===== src/oeic_regs.svh =====
// Constants for the output enable interlock control block.
// Assumes a 200 MHz core clock; included by the package users.
`ifndef OEIC_REGS_SVH
`define OEIC_REGS_SVH
`define OEIC_CLK_MHZ        200
`define OEIC_ILK_OFF_MS     50
`define OEIC_EN_OFF_MIN_MS  100
`define OEIC_EN_OFF_MAX_MS  200
`define OEIC_EN_OFF_MS      150
`define OEIC_ADC_BITS       12
`define OEIC_VPROG_3V_CODE  12'hE8B
`define OEIC_DEF_SETPOINT   12'hA00
`endif


===== src/oeic_pkg.sv =====
// Types for the output enable interlock control block.
// Assumes oeic_regs.svh supplies the numeric constants.
`include "oeic_regs.svh"
package oeic_pkg;
	typedef logic [`OEIC_ADC_BITS-1:0] oeic_code_t;
	typedef struct packed {
		logic ilk1_ok;
		logic ilk2_ok;
		logic enable_n;
	} oeic_in_s;
	typedef struct packed {
		logic emergency_stop_status;
		logic output_in_regulation;
		logic fault_n;
	} oeic_stat_s;
	typedef enum logic [2:0] {
		OEIC_OFF = 3'h1,
		OEIC_ON  = 3'h2,
		OEIC_DRN = 3'h4
	} oeic_state_e;
endpackage


===== src/oeic_sync.sv =====
// Two-stage synchroniser for a group of asynchronous pins.
// Assumes reset is already released synchronously by the caller.
`timescale 1ns/10ps
module oeic_sync #(
	parameter int W = 3
) (
	input  wire logic         clk,
	input  wire logic         rst_b,
	input  wire logic [W-1:0] d,
	input  wire logic [W-1:0] init,
	output logic [W-1:0]      q
);
	logic [W-1:0] s1_q;
	always_ff @(posedge clk or negedge rst_b) begin
		if (!rst_b) begin
			s1_q <= '0;
			q    <= '0;
		end else begin
			s1_q <= d;
			q    <= s1_q;
		end
	end
	logic unused_init;
	assign unused_init = ^init;
endmodule


===== src/oeic_top.sv =====
// Output on/off and setpoint-source control for a rectifier.
// Assumes pins come from another domain; ADC codes are on the clock domain.
// Function
// An open interlock shuts the main output off within 50 ms.
// Output runs only with both interlocks conducting and enable low.
// An open interlock overrides enable and any serial turn-on command.
// Enable low requests on; enable high turns off within 100 to 200 ms.
// Status outputs keep reporting true state while an interlock is open.
// After reset the setpoint follows the programming pin until a serial set.
// A serial setpoint latches software control until controller power loss.
// Controller power cycling clears the latch and restores pin control.
// A pin level above 3 V applies the stored default setpoint.
// Emergency-stop status is high only when both interlocks are open.
// Regulation status is high only while output is on and regulating.
// Fault status is driven low whenever any failure is present.
// The programming pin is converted with 12-bit resolution.
// Interlock and enable pins pass a two-stage synchroniser.
// Output is held off while any turn-on condition is missing or unsampled.
`timescale 1ns/10ps
`include "oeic_regs.svh"
module oeic_top
	import oeic_pkg::*;
#(
	parameter int ILK_OFF_CYC = `OEIC_ILK_OFF_MS * `OEIC_CLK_MHZ * 1000,
	parameter int EN_OFF_CYC  = `OEIC_EN_OFF_MS * `OEIC_CLK_MHZ * 1000,
	parameter oeic_code_t DEF_SETPOINT = `OEIC_DEF_SETPOINT
) (
	input  wire logic   CLOCK,
	input  wire logic   RST_B,
	input  wire logic   ILK1_OK,
	input  wire logic   ILK2_OK,
	input  wire logic   ENABLE_N,
	input  wire logic   SERIAL_ON_REQ,
	input  wire logic   SERIAL_OFF_REQ,
	input  wire logic   SERIAL_SET_VLD,
	input  wire oeic_pkg::oeic_code_t SERIAL_SET_CODE,
	input  wire oeic_pkg::oeic_code_t VPROG_CODE,
	input  wire logic   REG_OK,
	input  wire logic   FAULT_IN,
	output logic        MAIN_ON,
	output logic        SW_LATCHED,
	output oeic_pkg::oeic_code_t SETPOINT,
	output oeic_pkg::oeic_stat_s STATUS
);
	import oeic_pkg::*;

	logic [1:0] rst_sync_q;
	logic       rst_b;
	always_ff @(posedge CLOCK or negedge RST_B) begin
		if (!RST_B) begin
			rst_sync_q <= 2'h0;
		end else begin
			rst_sync_q <= {rst_sync_q[0], 1'b1};
		end
	end
	assign rst_b = rst_sync_q[1];

	// Reset value 0 for all reads as "open / disabled" until sampled
	oeic_in_s in_s;
	logic [2:0] raw_in;
	logic [2:0] sync_q;
	assign raw_in = {ILK1_OK, ILK2_OK, ~ENABLE_N};
	oeic_sync #(.W(3)) u_sync (
		.clk  (CLOCK),
		.rst_b(rst_b),
		.d    (raw_in),
		.init (3'h0),
		.q    (sync_q)
	);
	assign in_s.ilk1_ok  = sync_q[2];
	assign in_s.ilk2_ok  = sync_q[1];
	assign in_s.enable_n = ~sync_q[0];

	logic ilk_ok;
	logic en_req;
	assign ilk_ok = in_s.ilk1_ok & in_s.ilk2_ok;
	assign en_req = ~in_s.enable_n;

	// Serial on/off sits under the enable pin; enable still gates turn-on
	logic sw_on_q;
	logic sw_on_d;
	always_comb begin
		sw_on_d = sw_on_q;
		if (SERIAL_OFF_REQ) begin
			sw_on_d = 1'b0;
		end else if (SERIAL_ON_REQ) begin
			sw_on_d = 1'b1;
		end
	end
	always_ff @(posedge CLOCK or negedge rst_b) begin
		if (!rst_b) begin
			sw_on_q <= 1'b1;
		end else begin
			sw_on_q <= sw_on_d;
		end
	end

	oeic_state_e st_q;
	oeic_state_e st_d;
	logic [31:0] cnt_q;
	logic [31:0] cnt_d;
	logic        on_want;
	assign on_want = ilk_ok & en_req & sw_on_q;

	always_comb begin
		st_d  = st_q;
		cnt_d = cnt_q;
		unique case (st_q)
			OEIC_OFF: begin
				cnt_d = 32'h0;
				if (on_want) begin
					st_d = OEIC_ON;
				end
			end
			OEIC_ON: begin
				cnt_d = 32'h0;
				if (!ilk_ok) begin
					st_d = OEIC_OFF;
				end else if (!en_req || !sw_on_q) begin
					st_d = OEIC_DRN;
				end
			end
			OEIC_DRN: begin
				// Slow ramp-off window; interlock cuts it short
				cnt_d = cnt_q + 32'h1;
				if (!ilk_ok) begin
					st_d = OEIC_OFF;
				end else if (on_want) begin
					st_d = OEIC_ON;
				end else if (cnt_q >= 32'(EN_OFF_CYC - 1)) begin
					st_d = OEIC_OFF;
				end
			end
			default: begin
				st_d = OEIC_OFF;
			end
		endcase
	end
	always_ff @(posedge CLOCK or negedge rst_b) begin
		if (!rst_b) begin
			st_q  <= OEIC_OFF;
			cnt_q <= 32'h0;
		end else begin
			st_q  <= st_d;
			cnt_q <= cnt_d;
		end
	end

	// Latch cleared only by reset, which stands for bias power loss
	logic       latch_q;
	logic       latch_d;
	oeic_code_t sw_code_q;
	oeic_code_t sw_code_d;
	oeic_code_t sp_d;
	always_comb begin
		latch_d   = latch_q;
		sw_code_d = sw_code_q;
		if (SERIAL_SET_VLD) begin
			latch_d   = 1'b1;
			sw_code_d = SERIAL_SET_CODE;
		end
		if (latch_q) begin
			sp_d = sw_code_q;
		end else if (VPROG_CODE > `OEIC_VPROG_3V_CODE) begin
			sp_d = DEF_SETPOINT;
		end else begin
			sp_d = VPROG_CODE;
		end
	end
	always_ff @(posedge CLOCK or negedge rst_b) begin
		if (!rst_b) begin
			latch_q   <= 1'b0;
			sw_code_q <= `OEIC_DEF_SETPOINT;
		end else begin
			latch_q   <= latch_d;
			sw_code_q <= sw_code_d;
		end
	end

	logic on_d;
	oeic_stat_s stat_d;
	always_comb begin
		on_d = (st_d != OEIC_OFF);
		stat_d.emergency_stop_status = ~in_s.ilk1_ok & ~in_s.ilk2_ok;
		stat_d.output_in_regulation  = (st_q == OEIC_ON) & REG_OK;
		stat_d.fault_n               = ~FAULT_IN;
	end
	always_ff @(posedge CLOCK or negedge rst_b) begin
		if (!rst_b) begin
			MAIN_ON    <= 1'b0;
			SW_LATCHED <= 1'b0;
			SETPOINT   <= `OEIC_DEF_SETPOINT;
			STATUS     <= 3'h1;
		end else begin
			MAIN_ON    <= on_d;
			SW_LATCHED <= latch_q;
			SETPOINT   <= sp_d;
			STATUS     <= stat_d;
		end
	end

	int unused_ilk;
	assign unused_ilk = ILK_OFF_CYC;
endmodule


===== config.mk =====
export PLATFORM = sky130hd
export DESIGN_NAME = oeic_top
export DESIGN_NICKNAME = d
export VERILOG_FILES = /design/src/oeic_pkg.sv /design/src/oeic_sync.sv /design/src/oeic_top.sv
export VERILOG_INCLUDE_DIRS = /design/src
export SDC_FILE = /design/constraint.sdc
export NUM_CORES = 1
export LEC_CHECK = 0
export BUFFER_PORTS_ARGS = -buffer_cell sky130_fd_sc_hd__buf_2
export CAP_MARGIN = 20
export CELL_PAD_IN_SITES_DETAIL_PLACEMENT = 1
export CELL_PAD_IN_SITES_GLOBAL_PLACEMENT = 2
export CORE_UTILIZATION = 37
export CTS_CLUSTER_SIZE = 16
export DETAILED_ROUTE_END_ITERATION = 10
export MAX_ROUTING_LAYER = met4
export PLACE_DENSITY_LB_ADDON = 0.05
export SLEW_MARGIN = 20
export SYNTH_ARGS = -nofsm -noshare
export SYNTH_HDL_FRONTEND = slang
export SYNTH_SLANG_ARGS = --single-unit

===== constraint.sdc =====
create_clock -name CLOCK -period 3.1 [get_ports CLOCK]
set_input_delay 0.155 -clock CLOCK [delete_from_list [all_inputs] [get_ports CLOCK]]
set_output_delay 0.155 -clock CLOCK [all_outputs]
set_load 0.03 [all_outputs]

# Yosys cells after proc, flatten, opt, wreduce, memory -nomap -nowiden
# Cells that the tools add are included.
dict set report word_totals {
  elab_cells 48
  inputBits 34
  output_inout_bits 17
  ff_bits 74
}
dict set report classes {
  n_eq_ne 4
  reduce_logical 6
  muxes 12
  n_lt_le_gt_ge 2
  bitwise 9
  n_addsub 1
}
# cell count
set op_table {}
lappend op_table {{$pmux 32 s2} 1}
lappend op_table {{$add 32x1->32 const B} 1}
lappend op_table {{$ge 32x25->1 const B} 1}
lappend op_table {{$mux 12} 2}
lappend op_table {{$mux 3} 6}
lappend op_table {{$gt 12x12->1 const B} 1}
lappend op_table {{$pmux 3 s3} 1}
lappend op_table {{$and 1x1->1} 5}
lappend op_table {{$not 1->1} 4}
lappend op_table {{$reduce_bool 2->1} 2}
lappend op_table {{$eq 3x1->1 const B} 1}
lappend op_table {{$eq 3x2->1 const B} 1}
lappend op_table {{$eq 3x3->1 const B} 1}
lappend op_table {{$ne 3x1->1 const B} 1}
lappend op_table {{$logic_not 1->1} 2}
lappend op_table {{$mux 1} 2}
lappend op_table {{$reduce_or 2->1} 1}
lappend op_table {{$logic_or 1x1->1} 1}

# Depth between registers and ports, before layout
dict set report logic_depth {
  depth_word 7
  ltp_mapped 5
  depth_no_buf 5
}

# Cells and area by module
# A second synthesis with hierarchy kept.
dict set report unflattened {
  cells_unflattened 291
  hier_area_um2 3261.9
}
# module area_per_inst_um2 cells_per_inst n_inst
set by_module_without_submodules {}
lappend by_module_without_submodules {oeic_top 3111.7 285 1}
lappend by_module_without_submodules {oeic_sync 150.1 6 1}

# Worst setup path after synthesis
# No wires, ideal clock.
dict set report synth_timing {
  path_type {register -> register}
  startpoint {register st_q[1]}
  endpoint {register cnt_q[23]}
  arrival_time_ns 1.664
  synth_period_minus_slack_ns 1.789
  setup_slack_ns 1.311
  stages_incl_launch_ff 6
  setup_time_ns 0.124
  required_ns 2.976
  path_buffers 1
  path_cell_list {dfrtp_1 -> or3b_4 -> buf_6 -> nor4_4 -> nand4_1 -> mux2i_1}
}
dict set report synth_via {
  elab_chain_len 3
  elab_cells_between_ends 6
  cone_classes {eq/ne (3); mux (1); reduce/logical (2)}
}
# item line
set synth_lines {}
lappend synth_lines {{start, declared} oeic_top.sv:98} ;# oeic_state_e st_q;
lappend synth_lines {{start signal, assigned} oeic_top.sv:144} ;# st_q <= st_d;
lappend synth_lines {{$eq 3x2->1 / $eq 3x1->1 (equally long branches)} oeic_top.sv:108} ;# unique case (st_q)
lappend synth_lines {{$reduce_or 2->1 (no line)} --}
lappend synth_lines {{$pmux 32 s2 / $reduce_bool 2->1 (equally long branches)} --}
lappend synth_lines {{end signal, assigned} oeic_top.sv:145} ;# cnt_q <= cnt_d;
lappend synth_lines {{end, declared} oeic_top.sv:100} ;# logic [31:0] cnt_q;
# Several ways; a longest one is shown, not always the timed one.
# A chain may end at the register's enable or synchronous reset.

# Worst setup path after layout
dict set report layout_timing {
  startpoint {register cnt_q[0]}
  endpoint {register cnt_q[30]}
}
dict set report layout_via {
  elab_chain_len 2
}
# item line
set layout_lines {}
lappend layout_lines {{$add 32x1->32} oeic_top.sv:125} ;# cnt_d = cnt_q + 32'h1;
lappend layout_lines {{$pmux 32 s2} oeic_top.sv:108}
# No other way between the ends.

==> results.md <==
| Metric | Reported |
|---|---|
| Detailed placement HPWL | 5000 µm |
| Critical path cell sequence | ha_1, nand4_1, nor4_1, nand4_1, mux2i_1 |
| # clock sinks | 74 |
| Die ar. | 9170 µm² |
| Internal power | 1.37 mW |
| Largest cells by area after synthesis | dfrtp_1 52%, mux2i_1 7.1%, dfstp_2 5.7% |
| Die span in y | 95.8 µm |
| Number of antenna repair diodes | 0 |
| Area share of the largest cell type after synthesis | 0.515 |
| Arrival time reported for the critical path endpoint | 2.35 ns |
| Capturing element type of the critical path | flop |
| Min Hold Slack | 0.0182 ns |
| Number of post-CTS setup repair buffers | 0 |
| Setup clock skew after layout | 0.0134 ns |
| Fraction of the mapped netlist area in simple logic gates | 0.191 |
| Synthesized netlist net count | 321 |
| Post-synth top flop | dfrtp_1 |
| Xor/xnor cell area share of the yosys netlist | 0.00269 |
| Fraction of layout instances using a drive strength above 1 | 0.280 |
| Met3 WL post-DR | 215 µm |
| Routed metal-1 wirelength | 3510 µm |
| Power density over the cells | 484 nW/µm² |
| Maximum VDD drop | 0.219 mV |
| Total DRC errors in the routed layout | 0 |
| Endpoints failing setup | 0 |
| Setup crit start kind | flop |
| Cell type of the slowest stage on the worst timing path | nor4_1 |
| Worst skew pair latency | 0.35 ns |
| Slew @ Worst Pin | 0.887 ns |
| Share of synthesized area occupied by flip-flops and latches | 0.572 |
| Most common library cells after synthesis | 67 x dfrtp_1, 42 x nand2_1, 23 x mux2i_1 |
| Root buffer cell | clkbuf_8 |
| Post-synth ARST share | 1.00 |
| Overall via count from detail_route | 2490 |
| Fin nets | 383 |
| Routability Congestion | 0.710 |
| Htree depth | 3 |
| Mean routed wirelength per cell | 16.0 µm |
| Cell Count, Final, Fillers Out | 458 |
| Mapped Area | 3250 µm² |
| GR Overflow Total | 0 |
| First-pass iteration count of the detailed router | 4 |
| Max Cap Viol | 0 |
| Wire length of the first global-routing pass | 12300 µm |
| Pwr Total | 1.87 mW |
| Power share of the sequential group | 0.548 |
| Buffer depth of the longest clock path | 2 |
| Clock transition time at the flip-flop clock pins of the worst setup and hold paths | 0.09 ns |
| Die X-Extent | 95.8 µm |
| Highest metal layer used by the detailed router | met4 |
| Achievable frequency | 472 MHz |
| Final-layout setup total negative slack | 0 ns |
| Multiplexer share of the synthesized area | 0.119 |
| Relative contribution of the clock network to total power | 0.369 |
| Switching Share | 0.268 |
| Number of hold violations in the final report | 0 |
| Static leakage | 1.83 nW |
| Adder and majority gate portion of the synthesized area | 0.00385 |
| Number of synthesized flops with an enable pin | 0 |
| Share of the clock period used by the worst path after layout | 0.684 |
| Critical setup path kind | flop to flop |
| Number of nets with antenna violations after routing | 0 |
| Vias in the first global route | 2550 |
| Family with the most delay on the worst path | simple AND/OR/NAND/NOR gates |
| Number of pins exceeding their max-slew limit in the final report | 0 |
| Global routing usage summed across all routing layers | 0.184 |
| TritonCTS Buffers | 9 |
| Status | complete, no violations |
| Peak fanout along the critical path | 6 |
| Avg Inst Size Synth | 11.4 µm² |
| DRC marker count from the first detailed-route iteration | 106 |
| Reported net switching power | 0.502 mW |
| Routed length on met2 | 3460 µm |
| Quantity of I/O buffers inserted on ports | 50 |
| Vias/cell | 5.44 |
| Data required time at the worst endpoint | 3.33 ns |
| Hold crit path type | input pin to flop |
| Number of antenna violations at the first check in global routing | 0 |
| Most used standard cell by instance count after synthesis | dfrtp_1 |
| Number of synthesized register bits | 74 |
| Combinational family with the most area after synthesis | simple AND/OR/NAND/NOR gates |
| Count of buffer and inverter cells on the critical path | 0 |
| Post-placement cell count | 435 |
| Area growth syn-to-layout | 18.8% |
| Post-layout min period | 2.12 ns |
| Critical Path Most Common Cell | nand4_1 |
| Worst slew slack as a fraction of its limit | 0.409 |
| Effective utilization at floorplan | 0.388 |
| PostCTS Resize Cnt | 0 |
| Synth Warn # | 0 |
| DRT Wirelength | 7310 µm |
| TritonCTS clock tree | yes |
| Maximum number of pins on one net before global-route repair | 73 |
| Num ports | 51 |
| Netlist cell types | 43 |
| Setup repair after global routing missed its margin | false |
| Core Area | 8380 µm² |
| Instance count of the mapped netlist | 286 |
| Slowest Stage Delay on Critical Path | 0.66 ns |
| Library cell occupying the most area in the post-synthesis netlist | dfrtp_1 |
| Combinational power share | 0.083 |
| Total number of placement rows | 33 |
| Compound-cell area share of the yosys netlist | 0.0923 |
## power by group through the flow
stage	Sequential, mW	Combinational [mW]	Clock [mW]
after CTS	1.03	0.160	0.713
after global placement	1.04	0.152	0
final	1.02	0.156	0.691
after detailed placement	1.04	0.153	0
after global routing	1.03	0.172	0.762
after floorplan	1.09	0.0444	0
## state kept, by name, summed over array words and instances, names as in the netlist
register and cells:
STATUS 3, sw_on_q 1, sw_code_q 12, MAIN_ON 1
u_sync.s1_q 3, rst_sync_q 2, SW_LATCHED 1, st_q 3
SETPOINT 12, cnt_q 32, u_sync.q 3, latch_q 1
## through the flow
step,setup WS (ns),util,instance area [µm²]
2_1_floorplan,0.899,-,3250
3_3_place_gp,1.04,0.431,3620
3_5_place_dp,0.988,0.431,3620
4_1_cts,0.943,0.461,3860
5_1_grt,0.808,0.461,3860
6_report,0.981,0.461,3860
## worst paths after layout
| path | startpoint | endpoint | slack [ns] | cells after the start |
|---|---|---|---|---|
| setup / recovery | cnt_q[0]$_DFFE_PN0P_ | cnt_q[30]$_DFFE_PN0P_ | 0.98 | 5 |
| hold / removal | VPROG_CODE[0] | SETPOINT[0]$_DFF_PN0_ | 0.02 | 2 |
| setup reg to reg | cnt_q[0]$_DFFE_PN0P_ | cnt_q[30]$_DFFE_PN0P_ | 0.98 | 5 |
| hold reg to reg | u_sync.s1_q[2]$_DFF_PN0_ | u_sync.q[2]$_DFF_PN0_ | 0.35 | 0 |
| max in group asynchronous | rst_sync_q[1]$_DFF_PN0_ | cnt_q[22]$_DFFE_PN0P_ | 2.04 | 1 |
| min in group asynchronous | RST_B | rst_sync_q[1]$_DFF_PN0_ | 0.12 | 2 |
## metal layers
| metal | vias to the layer above | GRT usage |
|---|---|---|
| met5 | - | - |
| met4 | 0 | 0.0709 |
| li1 | 1177 | - |
| met2 | 41 | 0.294 |
| met1 | 1261 | 0.231 |
| met3 | 11 | 0.0371 |
## worst register-to-register path, stage by stage (launching register included)
cell     delay, ns
dfrtp_1       0.43
ha_1          0.29
nand4_1       0.28
nor4_1        0.66
nand4_1       0.19
mux2i_1       0.16
## cells by family (layout without fill, tap and decap cells)
family / count (synthesis) / count (layout)
other cells: 1 / 1
xor+xnor: 1 / 1
buf+inv: 13 / 80
mux: 37 / 37
compound gates: 45 / 45
flops: 74 / 74
simple gates: 114 / 114
fa+ha+maj: 1 / 1
## layout by cell type (no fill, tap or decap), drive strengths merged, types with 3 or more instances in the layout
cell / instances
a22o: 9
dlygate4sd3: 7
nor4: 7
clkbuf: 9
nor3: 6
clkinvlp: 3
nand2: 42
mux2i: 23
nand3: 13
dfrtp: 67
nor2: 9
nand4: 19
inv: 6
and2: 3
o21ai: 15
and4: 3
mux2: 14
a21oi: 6
a31oi: 5
and3: 3
buf: 53
dfstp: 7
## what timing repair did
| item | CTS | global route |
|---|---|---|
| hold buffers | 7 | 0 |
| hold endpoints to repair | 7 | 0 |
| endpoints found under the setup margin | 0 | 0 |
## cell type report
cell class                 instances  area [µm²]
multi-input combinational        199        1340
clock buffer                       9         124
timing repair buffer              60         343
sequential                        74        1860
clock inverter                     7        53.8
tap                              105         131
inverter                           4        15.0
fill                             940        4520
No activity file was read; power rests on OpenSTA's default activity.
